--- config.mk ---
export PLATFORM = sky130hd
export DESIGN_NAME = rpc_top
export DESIGN_NICKNAME = d
export VERILOG_FILES = /design/src/rpc_mem.v /design/src/rpc_buf2.v /design/src/rpc_top.v
export VERILOG_INCLUDE_DIRS = /design/src /design/src/src
export SDC_FILE = /design/constraint.sdc
export NUM_CORES = 1
export LEC_CHECK = 0
export BUFFER_PORTS_ARGS = -buffer_cell sky130_fd_sc_hd__buf_4
export CORE_ASPECT_RATIO = 0.9
export CORE_MARGIN = 1.5
export CORE_UTILIZATION = 35
export DETAILED_ROUTE_END_ITERATION = 8
export HOLD_SLACK_MARGIN = 0.1
export PLACE_DENSITY = 0.6
export SLEW_MARGIN = 15
export SYNTH_ARGS = -nofsm -noshare
export SYNTH_HDL_FRONTEND = slang
export SYNTH_SLANG_ARGS = --single-unit
--- constraint.sdc ---
create_clock -name core_clk -period 8.8 [get_ports core_clk]
set_input_delay 2.2 -clock core_clk [delete_from_list [all_inputs] [get_ports core_clk]]
set_output_delay 2.2 -clock core_clk [all_outputs]
set_load 0.05 [all_outputs]
--- src/rpc_defs.vh ---
// Purpose: Constants for the receive payload control block
// Assumes: 100 MHz core_clk
// Notes:   Offsets are direct register addresses on the host port
`ifndef RPC_DEFS_VH
`define RPC_DEFS_VH
`define RPC_OFF_CONFIG      7'h50
`define RPC_OFF_STATUS      7'h51
`define RPC_OFF_ADDR_CTRL   7'h52
`define RPC_OFF_DATA_BUF    7'h53
`define RPC_CFG_ENABLE_BIT  0
`define RPC_STAT_BUSY_BIT   7
`define RPC_AC_DIR_BIT      7
`define RPC_RESET_BYTE      8'h00
`define RPC_IND_FIRST       7'h01
`define RPC_IND_CFG_LAST    7'h18
`define RPC_IND_DTRK_FIRST  7'h19
`define RPC_IND_DTRK_LAST   7'h30
`define RPC_IND_SIG_FIRST   7'h31
`define RPC_IND_LAST        7'h48
`define RPC_CH_INVERT       7
`define RPC_CH_DTRK_EN      6
`define RPC_CH_MW_EN        5
`define RPC_CH_MSB_FLIP     4
`define RPC_CH_TEST         3
`define RPC_CH_EXTRACT      2
`define RPC_CH_FIX          1
`define RPC_CH_FORCE_VAL    0
`define RPC_SIG_TRUNK_BIT   7
`define RPC_CYCLE_NS        640
`define RPC_CLK_NS          10
`define RPC_CYCLE_CNT       ((`RPC_CYCLE_NS + `RPC_CLK_NS - 1) / `RPC_CLK_NS)
`define RPC_CYCLE_LAST      7'h3F
`endif

--- src/rpc_mem.v ---
// Purpose: 128-byte indirect register store, registered read
// Assumes: One access per clock
// Notes:   Contents are undefined after reset, as the indirect space has no default
`default_nettype none
module rpc_mem (
  // Clock
  input  wire       core_clk,
  input  wire       clk_en,
  // Access
  input  wire       wr_en,
  input  wire [6:0] addr,
  input  wire [7:0] wdata,
  output reg  [7:0] rdata
);
  reg [7:0] store [0:127];
  always @(posedge core_clk) begin
    if (clk_en) begin
      if (wr_en) begin
        store[addr] <= wdata;
      end
      rdata <= store[addr];
    end
  end
endmodule // rpc_mem
`default_nettype wire

--- src/rpc_buf2.v ---
// Purpose: Two-entry skid buffer for conditioned channel words
// Assumes: Same clock on both sides
// Notes:   Full at two entries, in_ready low then
`default_nettype none
module rpc_buf2 (
  // Clock and reset
  input  wire        core_clk,
  input  wire        rst_b,
  input  wire        clk_en,
  // Fill side
  input  wire        in_valid,
  output wire        in_ready,
  input  wire [12:0] in_data,
  // Drain side
  output wire        out_valid,
  input  wire        out_ready,
  output wire [12:0] out_data
);
  reg [12:0] ent0;
  reg [12:0] ent1;
  reg [1:0]  count;
  wire push;
  wire pop;
  assign in_ready  = (count != 2'h2);
  assign out_valid = (count != 2'h0);
  assign out_data  = ent0;
  assign push      = in_valid & in_ready;
  assign pop       = out_valid & out_ready;
  always @(posedge core_clk) begin
    if (!rst_b) begin
      count <= 2'h0;
      ent0  <= 13'h0000;
      ent1  <= 13'h0000;
    end else if (clk_en) begin
      if (pop) begin
        ent0 <= (count == 2'h2) ? ent1 : in_data;
      end else if (push && count == 2'h0) begin
        ent0 <= in_data;
      end
      if (push && ((count == 2'h1 && !pop) || (count == 2'h2 && pop))) begin
        ent1 <= in_data;
      end
      count <= count + {1'b0, push} - {1'b0, pop};
    end
  end
endmodule // rpc_buf2
`default_nettype wire

--- src/rpc_top.v ---
// Purpose: Receive payload per-channel conditioning with indirect register access
// Assumes: Channel words arrive from framer logic on core_clk; host bus is synchronous
// Notes:   One word per channel slot; outputs are registered
`include "rpc_defs.vh"
`default_nettype none
module rpc_top (
  // Clock and reset
  input  wire       core_clk,
  input  wire       rst_b,
  input  wire       clk_en,
  // Host register port
  input  wire       host_cs,
  input  wire       host_wr,
  input  wire       host_rd,
  input  wire [6:0] host_addr,
  input  wire [7:0] host_wdata,
  output reg  [7:0] host_rdata,
  // Global controls
  input  wire       pattern_direction_select,
  input  wire       frac_slave_mode,
  // Received channel stream
  input  wire       ch_valid,
  output reg        ch_ready,
  input  wire [4:0] ch_index,
  input  wire [7:0] ch_data,
  input  wire [3:0] ch_sig,
  input  wire       ch_sig_frame,
  // Pattern generator and detector
  input  wire       prbs_gen_bit,
  output reg        prbs_det_bit,
  output reg        prbs_det_valid,
  output reg        prbs_gen_take,
  // Conditioned outputs
  output reg        out_valid,
  input  wire       out_ready,
  output reg  [7:0] rx_serial_data_out,
  output reg  [3:0] rx_signaling_out,
  output reg        rx_side_clock
);
  // ==========================================================
  // Direct registers
  localparam [1:0] ST_IDLE = 2'h0;
  localparam [1:0] ST_RUN  = 2'h1;
  localparam [1:0] ST_DONE = 2'h2;
  localparam [1:0] ST_WAIT = 2'h3;
  localparam [6:0] CYC_LAST = `RPC_CYCLE_LAST;

  reg  [7:0] payload_ctrl_config;
  reg  [7:0] indirect_addr_control;
  reg  [7:0] indirect_data_buffer;
  reg        busy;
  reg  [1:0] state;
  reg  [6:0] cyc_cnt;
  reg  [7:0] next_rdata;

  function addr_valid;
    input [6:0] a;
    begin
      addr_valid = (a >= `RPC_IND_FIRST) && (a <= `RPC_IND_LAST);
    end
  endfunction

  function [6:0] slot_addr;
    input [6:0] base;
    input [4:0] idx;
    begin
      slot_addr = base + {2'h0, idx};
    end
  endfunction

  wire host_wr_hit = host_cs & host_wr;
  wire start_acc   = host_wr_hit && (host_addr == `RPC_OFF_ADDR_CTRL) && !busy
                     && addr_valid(host_wdata[6:0]);
  wire acc_is_rd   = indirect_addr_control[`RPC_AC_DIR_BIT];

  always @* begin
    case (host_addr)
      `RPC_OFF_CONFIG:    next_rdata = {7'h00, payload_ctrl_config[`RPC_CFG_ENABLE_BIT]};
      `RPC_OFF_STATUS:    next_rdata = {busy, 7'h00};
      `RPC_OFF_ADDR_CTRL: next_rdata = indirect_addr_control;
      `RPC_OFF_DATA_BUF:  next_rdata = indirect_data_buffer;
      default:            next_rdata = 8'h00;
    endcase
  end

  // ==========================================================
  // Indirect access engine
  // The store is single ported; channel lookups pause during the host access.
  reg        mem_wr;
  reg  [6:0] mem_addr;
  reg  [7:0] mem_wdata;
  wire [7:0] mem_rdata;
  reg  [1:0] look_phase;

  rpc_mem u_mem (
    .core_clk (core_clk),
    .clk_en   (clk_en),
    .wr_en    (mem_wr),
    .addr     (mem_addr),
    .wdata    (mem_wdata),
    .rdata    (mem_rdata)
  );

  always @(posedge core_clk) begin
    if (!rst_b) begin
      payload_ctrl_config   <= `RPC_RESET_BYTE;
      indirect_addr_control <= `RPC_RESET_BYTE;
      indirect_data_buffer  <= `RPC_RESET_BYTE;
      host_rdata            <= 8'h00;
      busy                  <= 1'b0;
      state                 <= ST_IDLE;
      cyc_cnt               <= 7'h00;
    end else if (clk_en) begin
      if (host_cs && host_rd) begin
        host_rdata <= next_rdata;
      end
      if (host_wr_hit && host_addr == `RPC_OFF_CONFIG) begin
        payload_ctrl_config <= {7'h00, host_wdata[`RPC_CFG_ENABLE_BIT]};
      end
      // A write while busy is ignored; the host must wait
      if (host_wr_hit && host_addr == `RPC_OFF_ADDR_CTRL && !busy) begin
        indirect_addr_control <= host_wdata;
      end
      if (host_wr_hit && host_addr == `RPC_OFF_DATA_BUF && !busy) begin
        indirect_data_buffer <= host_wdata;
      end
      case (state)
        ST_IDLE: begin
          if (start_acc) begin
            busy    <= 1'b1;
            cyc_cnt <= 7'h00;
            state   <= ST_WAIT;
          end
        end
        // A lookup in flight finishes first; the wait counts toward the cycle
        ST_WAIT: begin
          cyc_cnt <= cyc_cnt + 7'h01;
          if (look_phase == 2'h0) begin
            state <= ST_RUN;
          end
        end
        ST_RUN: begin
          cyc_cnt <= cyc_cnt + 7'h01;
          if (cyc_cnt == CYC_LAST - 7'h01) begin
            state <= ST_DONE;
          end
        end
        ST_DONE: begin
          if (acc_is_rd) begin
            indirect_data_buffer <= mem_rdata;
          end
          busy  <= 1'b0;
          state <= ST_IDLE;
        end
        default: begin
          busy  <= 1'b0;
          state <= ST_IDLE;
        end
      endcase
    end
  end

  // ==========================================================
  // Channel lookup: config, trunk byte, signaling byte in turn
  wire host_slot = (state == ST_RUN) || (state == ST_DONE);
  reg  [7:0] cfg_q;
  reg  [7:0] dtrk_q;
  reg  [4:0] idx_q;
  reg  [7:0] dat_q;
  reg  [3:0] sig_q;
  reg        sfr_q;
  wire       buf_in_ready;
  reg        word_valid;
  reg  [12:0] word_data;

  always @* begin
    mem_wr    = 1'b0;
    mem_wdata = indirect_data_buffer;
    mem_addr  = indirect_addr_control[6:0];
    if (host_slot) begin
      mem_wr = (state == ST_DONE) && !acc_is_rd;
    end else begin
      case (look_phase)
        2'h0:    mem_addr = slot_addr(`RPC_IND_FIRST, ch_index);
        2'h1:    mem_addr = slot_addr(`RPC_IND_DTRK_FIRST, idx_q);
        2'h2:    mem_addr = slot_addr(`RPC_IND_SIG_FIRST, idx_q);
        default: mem_addr = slot_addr(`RPC_IND_FIRST, idx_q);
      endcase
    end
  end

  // Milliwatt byte sequence, eight bytes per period
  reg  [2:0] mw_step;
  function [7:0] mw_byte;
    input [2:0] s;
    begin
      case (s)
        3'h0:    mw_byte = 8'h1E;
        3'h1:    mw_byte = 8'h0B;
        3'h2:    mw_byte = 8'h0B;
        3'h3:    mw_byte = 8'h1E;
        3'h4:    mw_byte = 8'h9E;
        3'h5:    mw_byte = 8'h8B;
        3'h6:    mw_byte = 8'h8B;
        default: mw_byte = 8'h9E;
      endcase
    end
  endfunction

  // Conditioning of one channel word; bit 0 carries signaling in signaling frames
  reg  [7:0] cond;
  reg  [3:0] sig_out;
  wire       pcc_on = payload_ctrl_config[`RPC_CFG_ENABLE_BIT];
  wire [7:0] gen_byte;
  reg  [7:0] gen_shift;
  reg  [3:0] gen_cnt;
  reg  [2:0] det_cnt;
  reg  [7:0] det_shift;
  wire       is_test = pcc_on & cfg_q[`RPC_CH_TEST];
  wire       do_ext  = is_test & ~pattern_direction_select;
  wire       do_gen  = is_test &  pattern_direction_select;
  assign gen_byte = gen_shift;

  always @* begin
    cond    = dat_q;
    sig_out = sig_q;
    if (pcc_on) begin
      if (do_ext) begin
        cond = dat_q; // extraction leaves the data untouched
      end else if (cfg_q[`RPC_CH_DTRK_EN]) begin
        cond = dtrk_q;
      end else if (cfg_q[`RPC_CH_MW_EN]) begin
        cond = mw_byte(mw_step);
      end else if (do_gen) begin
        cond = gen_byte;
      end else begin
        case ({cfg_q[`RPC_CH_INVERT], cfg_q[`RPC_CH_MSB_FLIP]})
          2'b01:   cond = dat_q ^ 8'h80;
          2'b10:   cond = ~dat_q;
          2'b11:   cond = dat_q ^ 8'h7F;
          default: cond = dat_q;
        endcase
        if (cfg_q[`RPC_CH_FIX] && sfr_q) begin
          cond[0] = cfg_q[`RPC_CH_FORCE_VAL];
        end
      end
      if (mem_rdata[`RPC_SIG_TRUNK_BIT]) begin
        sig_out = mem_rdata[3:0];
      end
    end
  end

  // ==========================================================
  // Lookup sequencing and test-pattern stream
  wire take_in = ch_valid && ch_ready;
  always @(posedge core_clk) begin
    if (!rst_b) begin
      look_phase     <= 2'h0;
      ch_ready       <= 1'b0;
      cfg_q          <= 8'h00;
      dtrk_q         <= 8'h00;
      idx_q          <= 5'h00;
      dat_q          <= 8'h00;
      sig_q          <= 4'h0;
      sfr_q          <= 1'b0;
      word_valid     <= 1'b0;
      word_data      <= 13'h0000;
      mw_step        <= 3'h0;
      gen_shift      <= 8'h00;
      gen_cnt        <= 4'h0;
      prbs_gen_take  <= 1'b0;
      prbs_det_bit   <= 1'b0;
      prbs_det_valid <= 1'b0;
      det_cnt        <= 3'h0;
      det_shift      <= 8'h00;
    end else if (clk_en) begin
      prbs_gen_take  <= 1'b0;
      prbs_det_valid <= 1'b0;
      // Generator bits are collected one per cycle into a byte
      if (pattern_direction_select && gen_cnt != 4'h8) begin
        gen_shift     <= {gen_shift[6:0], prbs_gen_bit};
        gen_cnt       <= gen_cnt + 4'h1;
        prbs_gen_take <= 1'b1;
      end
      // Extracted bytes are shifted out MSB first, eight back-to-back bits per byte with gaps between bytes
      if (det_cnt != 3'h0) begin
        prbs_det_bit   <= det_shift[7];
        prbs_det_valid <= 1'b1;
        det_shift      <= {det_shift[6:0], 1'b0};
        det_cnt        <= det_cnt + 3'h1;
      end
      if (word_valid && buf_in_ready) begin
        word_valid <= 1'b0;
      end
      ch_ready <= 1'b0;
      if (!host_slot) begin
        case (look_phase)
          2'h0: begin
            // No take while the host engine owns the store or the generator byte is short
            ch_ready <= !ch_ready && !word_valid && det_cnt == 3'h0 && !busy && !start_acc
                        && (!pattern_direction_select || gen_cnt == 4'h8);
            if (take_in) begin
              idx_q      <= ch_index;
              dat_q      <= ch_data;
              sig_q      <= ch_sig;
              sfr_q      <= ch_sig_frame;
              look_phase <= 2'h1;
            end
          end
          2'h1: begin
            cfg_q      <= mem_rdata;
            look_phase <= 2'h2;
          end
          2'h2: begin
            dtrk_q     <= mem_rdata;
            look_phase <= 2'h3;
          end
          default: begin
            word_valid <= 1'b1;
            word_data  <= {pcc_on & cfg_q[`RPC_CH_EXTRACT], sig_out, cond};
            mw_step    <= (pcc_on & cfg_q[`RPC_CH_MW_EN]) ? mw_step + 3'h1 : mw_step;
            if (do_ext) begin
              det_shift      <= {dat_q[6:0], 1'b0};
              prbs_det_bit   <= dat_q[7];
              prbs_det_valid <= 1'b1;
              det_cnt        <= 3'h1;
            end
            if (do_gen) begin
              gen_cnt <= 4'h0;
            end
            look_phase <= 2'h0;
          end
        endcase
      end
    end
  end

  // ==========================================================
  // Output buffer and registered outputs
  wire        buf_out_valid;
  wire [12:0] buf_out_data;
  wire        take_out = buf_out_valid && (!out_valid || out_ready);

  rpc_buf2 u_buf (
    .core_clk  (core_clk),
    .rst_b     (rst_b),
    .clk_en    (clk_en),
    .in_valid  (word_valid),
    .in_ready  (buf_in_ready),
    .in_data   (word_data),
    .out_valid (buf_out_valid),
    .out_ready (!out_valid || out_ready),
    .out_data  (buf_out_data)
  );

  always @(posedge core_clk) begin
    if (!rst_b) begin
      out_valid          <= 1'b0;
      rx_serial_data_out <= 8'h00;
      rx_signaling_out   <= 4'h0;
      rx_side_clock      <= 1'b0;
    end else if (clk_en) begin
      if (take_out) begin
        out_valid          <= 1'b1;
        rx_serial_data_out <= buf_out_data[7:0];
        rx_signaling_out   <= buf_out_data[11:8];
        // Outside fractional slave mode the side clock runs in every channel
        rx_side_clock      <= frac_slave_mode ? buf_out_data[12] : 1'b1;
      end else if (out_ready) begin
        out_valid     <= 1'b0;
        rx_side_clock <= 1'b0;
      end
    end
  end
endmodule // rpc_top
`default_nettype wire

# [Word-level counts from Yosys, hierarchy flattened]
# Memories as Yosys holds them, arrays and structs flattened. A register that Yosys moved wholly into a read port is not among the register bits.
# Cells that the tools add are included.
[word_totals] reg_bits=157 in_bits=44 wordCells=217 mem_count=1 out_inout_bits=26 mem_bits_rw=1024
[memory_table] name="u_mem.store" words=128 word_bits=8 read_ports=1 rd_clocked_by_memory_dff=1 wr=1 line="rpc_mem.v:15" text="reg [7:0] store [0:127];"
[classes] n_reduce_logical=68 magnitude_cmp=2 n_addsub=10 bitwise_logic=14 n_mux=63 eq_ne=27
[ops] operator="8-bit 2-to-1 mux" n=12
[ops] operator="8-bit one-hot mux with 3 select lines" n=2
[ops] operator="13-bit 2-to-1 mux" n=3
[ops] operator="8-bit one-hot mux with 4 select lines" n=1
[ops] operator="7-bit equality test (second input constant)" n=4
[ops] operator="1-bit 2-to-1 mux" n=24
[ops] operator="4-bit 2-to-1 mux" n=6
[ops] operator="1-bit logical AND" n=23
[ops] operator="7-bit one-hot mux with 3 select lines" n=1
[ops] operator="3-bit AND reduction" n=6
[ops] operator="2-bit AND reduction" n=8
[ops] operator="7-bit 2-to-1 mux" n=2
[ops] operator="7-bit one-hot mux with 2 select lines" n=1
[ops] operator="1-bit by 5-bit adder with 6-bit output (first input constant)" n=2
[ops] operator="2-bit equality test (second input constant)" n=6
[ops] operator="3-bit 2-to-1 mux" n=4
[ops] operator="4-bit AND reduction" n=3
[ops] operator="2-bit inequality test (second input constant)" n=5
[ops] operator="2-bit nonzero test" n=5
[ops] operator="1-bit AND" n=8
[ops] operator="2-bit by 1-bit equality test with 1-bit output (second input constant)" n=4
[ops] operator="1-bit logical NOT" n=8
[ops] operator="2-bit 2-to-1 mux" n=4
[ops] operator="8-bit NOT" n=1
[ops] operator="other kinds (26)" n=41

# [Depth between registers and ports, before layout]
[depth] ltp_word=9 mapped_depth=16 mapped_depth_nobuf=11

# [Hierarchy]
# A second synthesis with hierarchy kept.
[unflattened] cells_unflattened=3354 hier_area_um2=47903.4
[by_module_without_submodules] module="rpc_mem" cells_each=2464 area_each_um2=40313.7 instances=1 seq_area_each_um2=30989.7
[by_module_without_submodules] module="rpc_top" cells_each=764 area_each_um2=6287.3 instances=1 seq_area_each_um2=2582.5
[by_module_without_submodules] module="rpc_buf2" cells_each=126 area_each_um2=1302.5 instances=1 seq_area_each_um2=560.5

# [Worst setup path before layout]
# Ideal clock, no wire load.
[synth_path] path_type="in2reg" from="in ch_index[0]" to="mem u_mem.store[60][0] (enable)" setup_ps=370 arrival_ps=4853 required_time_ps=8430 slack_ps=3577 path_buffers=6 stages=12 path_cell_list="ha_1 -> a221o_2 -> and2_4 -> buf_6 -> buf_4 -> buf_2 -> buf_2 -> buf_2 -> nor3_1 -> nand2_1 -> buf_2 -> nor2_1"
[synth_between] elab_chain_cells=3
[synth_rtl] item="from (decl)" line="rpc_top.v:24" text="input wire [4:0] ch_index,"
[synth_rtl] item="1-bit by 5-bit adder with 6-bit output" line="rpc_top.v:67" text="slot_addr = base + {2'h0, idx};"
[synth_rtl] item="7-bit one-hot mux with 3 select lines" line="rpc_top.v:183" text="case (look_phase)"
[synth_rtl] item="7-bit 2-to-1 mux" line="rpc_top.v:180" text="if (host_slot) begin"
[synth_rtl] item="to (decl)" line="rpc_mem.v:15"
# No other way between the ends.

# [Worst setup path after layout]
[layout_path] from="in ch_index[0]" to="reg u_mem.rdata[1], read port of u_mem.store, data pin"
[layout_between] elab_chain_cells=3
[layout_rtl] item="1-bit by 5-bit adder with 6-bit output" line="rpc_top.v:67"
[layout_rtl] item="7-bit one-hot mux with 3 select lines" line="rpc_top.v:183"
[layout_rtl] item="7-bit 2-to-1 mux" line="rpc_top.v:180"
[layout_rtl] item="to (decl)" line="rpc_mem.v:13" text="output reg [7:0] rdata"
# No other way between the ends.
# A chain may end at the register's enable or synchronous reset.

==> impl_metrics.ini <==
[outcome]
outcome = complete, no violations

[synthesis]
yosys_warnings = 0
synth.distinct_cells = 81
yosys_most_used_dff = edfxtp_1
synth-seq-area-share = 0.709
syn_area_um2 = 48100
synthArstFlopShare = 0
syn-num-nets = 3682
synth_top_area_frac = 0.644
syn_area_per_cell_um2 = 13.3
syn_inst = 3613
netlist_top_cells_area = edfxtp_1, dfxtp_1, nand2_1
synth_edf_count = 1032
yosysTopAreaCell = edfxtp_1
synth_seq_cells = 1189

[clock_network]
root_buffer = clkbuf_16
cts_buffer_depth = 3
h-tree-depth = 3
cts_tree = yes
cts.sink_count = 1189
hold_buffers = 0
clk_latency_ns = 0.73
cts-resized-gates = 0
path_clk_slew_ns = 0.06
post-cts-setup-buffers = 0
numCtsBuffers = 114

[placed_design]
gp_congestion = 0.894
io_buffers = 69
dp_cells = 5335
dpl.hpwl_mm = 84.9
place_ws_ns = 2.04

[die]
fp.dieH_um = 355
rows = 128
core_um2 = 136000
io_pins = 70
dieArea_um2 = 140000
die_x_um = 394
start_util = 0.354

[power_and_ir_drop]
seq_power_share = 0.466
pwr-share-clk = 0.364
p_int_w = 0.00945
ir_worst_vdd_v = 0.000171
power_leakage_nw = 17.1
p_sw_w = 0.00378
switching_share = 0.286
power_density_nw_per_um2 = 244
p_comb_frac = 0.169

[route]
via_per_inst = 5.62
drc = 0
wirelength_mm = 140
wl_per_cell_um = 25.3
via_count = 31100
drt_first_pass_iters = 5
drtIter0Drc = 4016
detail-route-antenna-nets = 0

[setup_path]
endpoint_kind = flip-flop
start_kind = input port
crit_top_cell = buf_4
crit_type = in -> reg
rrSetupSlack_ns = 3.44
required_ns = 9.24
path_cells = buf_4 > ha_1 > a221o_2 > and2_4 > buf_12 > nor2_4 > buf_4 > a32oi_1 > and3_1 > o41ai_1 > o221a_1 > o211ai_1
crit_slowest_cell = o41ai_1
worstPathMaxFanout = 65
cp.arrival_ns = 6.54
cp_slowest_stage_delay_ns = 0.82

[global_route]
grt_max_degree = 106
grt_pass1_wl_mm = 205
overflow = 0
first_global_vias = 29400
grt_antenna_before_repair = 7
track_usage = 0.196

[layout]
nNetsFinal = 3700
stdcell_count = 5546
fin_util = 0.398
syn2layout_area_growth_pct = 12.5
drive_gt1_frac = 0.108

[run]
maxCapViolations = 0

[timing]
fin_skew_ns = 0.0295
period_needed_ns = 6.09
worst_slew_pin_slew_ns = 1.06
hold-worst-slack_ns = 0.454
slew_viol_final = 0
setup_viol = 0
hold_violations = 0
setup_ws_ns = 2.71
timing.final.crit_share = 0.692
max_freq_mhz = 164
rsz0062_at_grt = no
setup_tns_ns = 0
slew_headroom = 0.293

[min_path]
hold_path_class = reg -> reg
final cells by class:
cell class                 count  area, um2
inverter                      25       95.1
tap                         1820       2280
antenna                        1       2.50
clock buffer                 158       3130
sequential                  1189      34200
fill                       12600      81800
multi-input combinational   2169      13000
clock inverter                52        459
timing repair buffer         132       1050
flip-flops by register name, indices dropped and copies added, names as in the netlist, 13 cells and up:
register	count
u_buf.ent1	13
u_buf.out_data	13
u_mem.store	1024
word_data	13
synth_stat cells, types with 25 or more instances:
cell type / count
buf_1: 30
a311oi_1: 30
a22oi_1: 30
ha_1: 25
a32oi_1: 43
edfxtp_1: 1032
clkbuf_1: 120
a21oi_1: 128
o21ai_0: 53
nand3_1: 282
nor2_1: 253
and3_1: 54
a31oi_1: 31
nand4_1: 26
o22ai_1: 33
mux4_2: 66
a211oi_1: 74
mux2i_1: 130
buf_2: 70
nand2_1: 721
dfxtp_1: 157
worst max-delay path: cells and delay by family:
| family | cells | cell delay (ns) |
|---|---|---|
| AO/OA/AOI/OAI | 5 | 1.85 |
| AND/OR/NAND/NOR | 3 | 1.08 |
| buffers and inverters | 3 | 0.90 |
| adder cells (fa/ha/maj) | 1 | 0.30 |
final timing paths:
kind,depth (start not counted),start,end
worst max-delay path,12,ch_index[0],u_mem.rdata[1]$_DFFE_PP_
worst min-delay path,2,host_rdata[7]$_SDFFE_PN0P_,host_rdata[7]$_SDFFE_PN0P_
worst max register to register,13,look_phase[0]$_SDFFE_PN0P_,u_mem.rdata[1]$_DFFE_PP_
worst min register to register,2,host_rdata[7]$_SDFFE_PN0P_,host_rdata[7]$_SDFFE_PN0P_
routing by layer:
metal	vias up	global-route usage	part of all wire
met1	15800	0.279	0.43
met3	261	0.0493	0.10
met2	1558	0.296	0.44
li1	13600	-	-
met4	6	0.0611	0.031
met5	-	0	0.00033
power groups by stage:
stage	registers [W]	clock network, W	logic, W
after floorplan	0.00623	0	0.00142
after global placement	0.00628	0	0.00221
after detailed placement	0.00628	0	0.00221
after CTS	0.00616	0.00487	0.00221
after global routing	0.00616	0.00507	0.00238
final	0.00617	0.00482	0.00224
cell usage in the layout, fill, tap and decap left out, types with 10 or more instances in the layout:
master        n
edfxtp_1   1032
inv_1        24
xnor2_1      18
a32oi_1      43
a22oi_1      30
clkinv_1     15
clkbuf_16   116
nor2_1      251
nand2_1     713
and3_1       54
a31oi_1      31
buf_4       127
mux2i_1     130
a21boi_0     18
o21ai_0      52
a211oi_1     74
a21oi_1     128
nand3_1     282
mux4_2       66
clkbuf_1     35
dfxtp_1     149
nor4_1       10
clkinv_2     23
nand4_1      26
a311oi_1     30
ha_1         25
o22ai_1      33
per-stage QoR:
stage / power (W) / area [um2]
CTS: 0.0132 / 54200
floorplan: 0.00765 / 48100
detailed placement: 0.00849 / 50600
global placement: 0.00849 / 50600
finish: 0.0132 / 54200
global route: 0.0136 / 54200
kinds of logic (layout without fill, tap and decap cells):
group	after synthesis	count (layout)	synth area share
mux	200	200	0.0588
fa+ha+maj	25	25	0.00650
simple gates	1413	1413	0.126
buf+inv	255	367	0.0229
flops	1189	1189	0.709
other cells	0	1	0
compound gates	507	507	0.0720
xor+xnor	24	24	0.00437
Power figures use the tool's default switching activity.
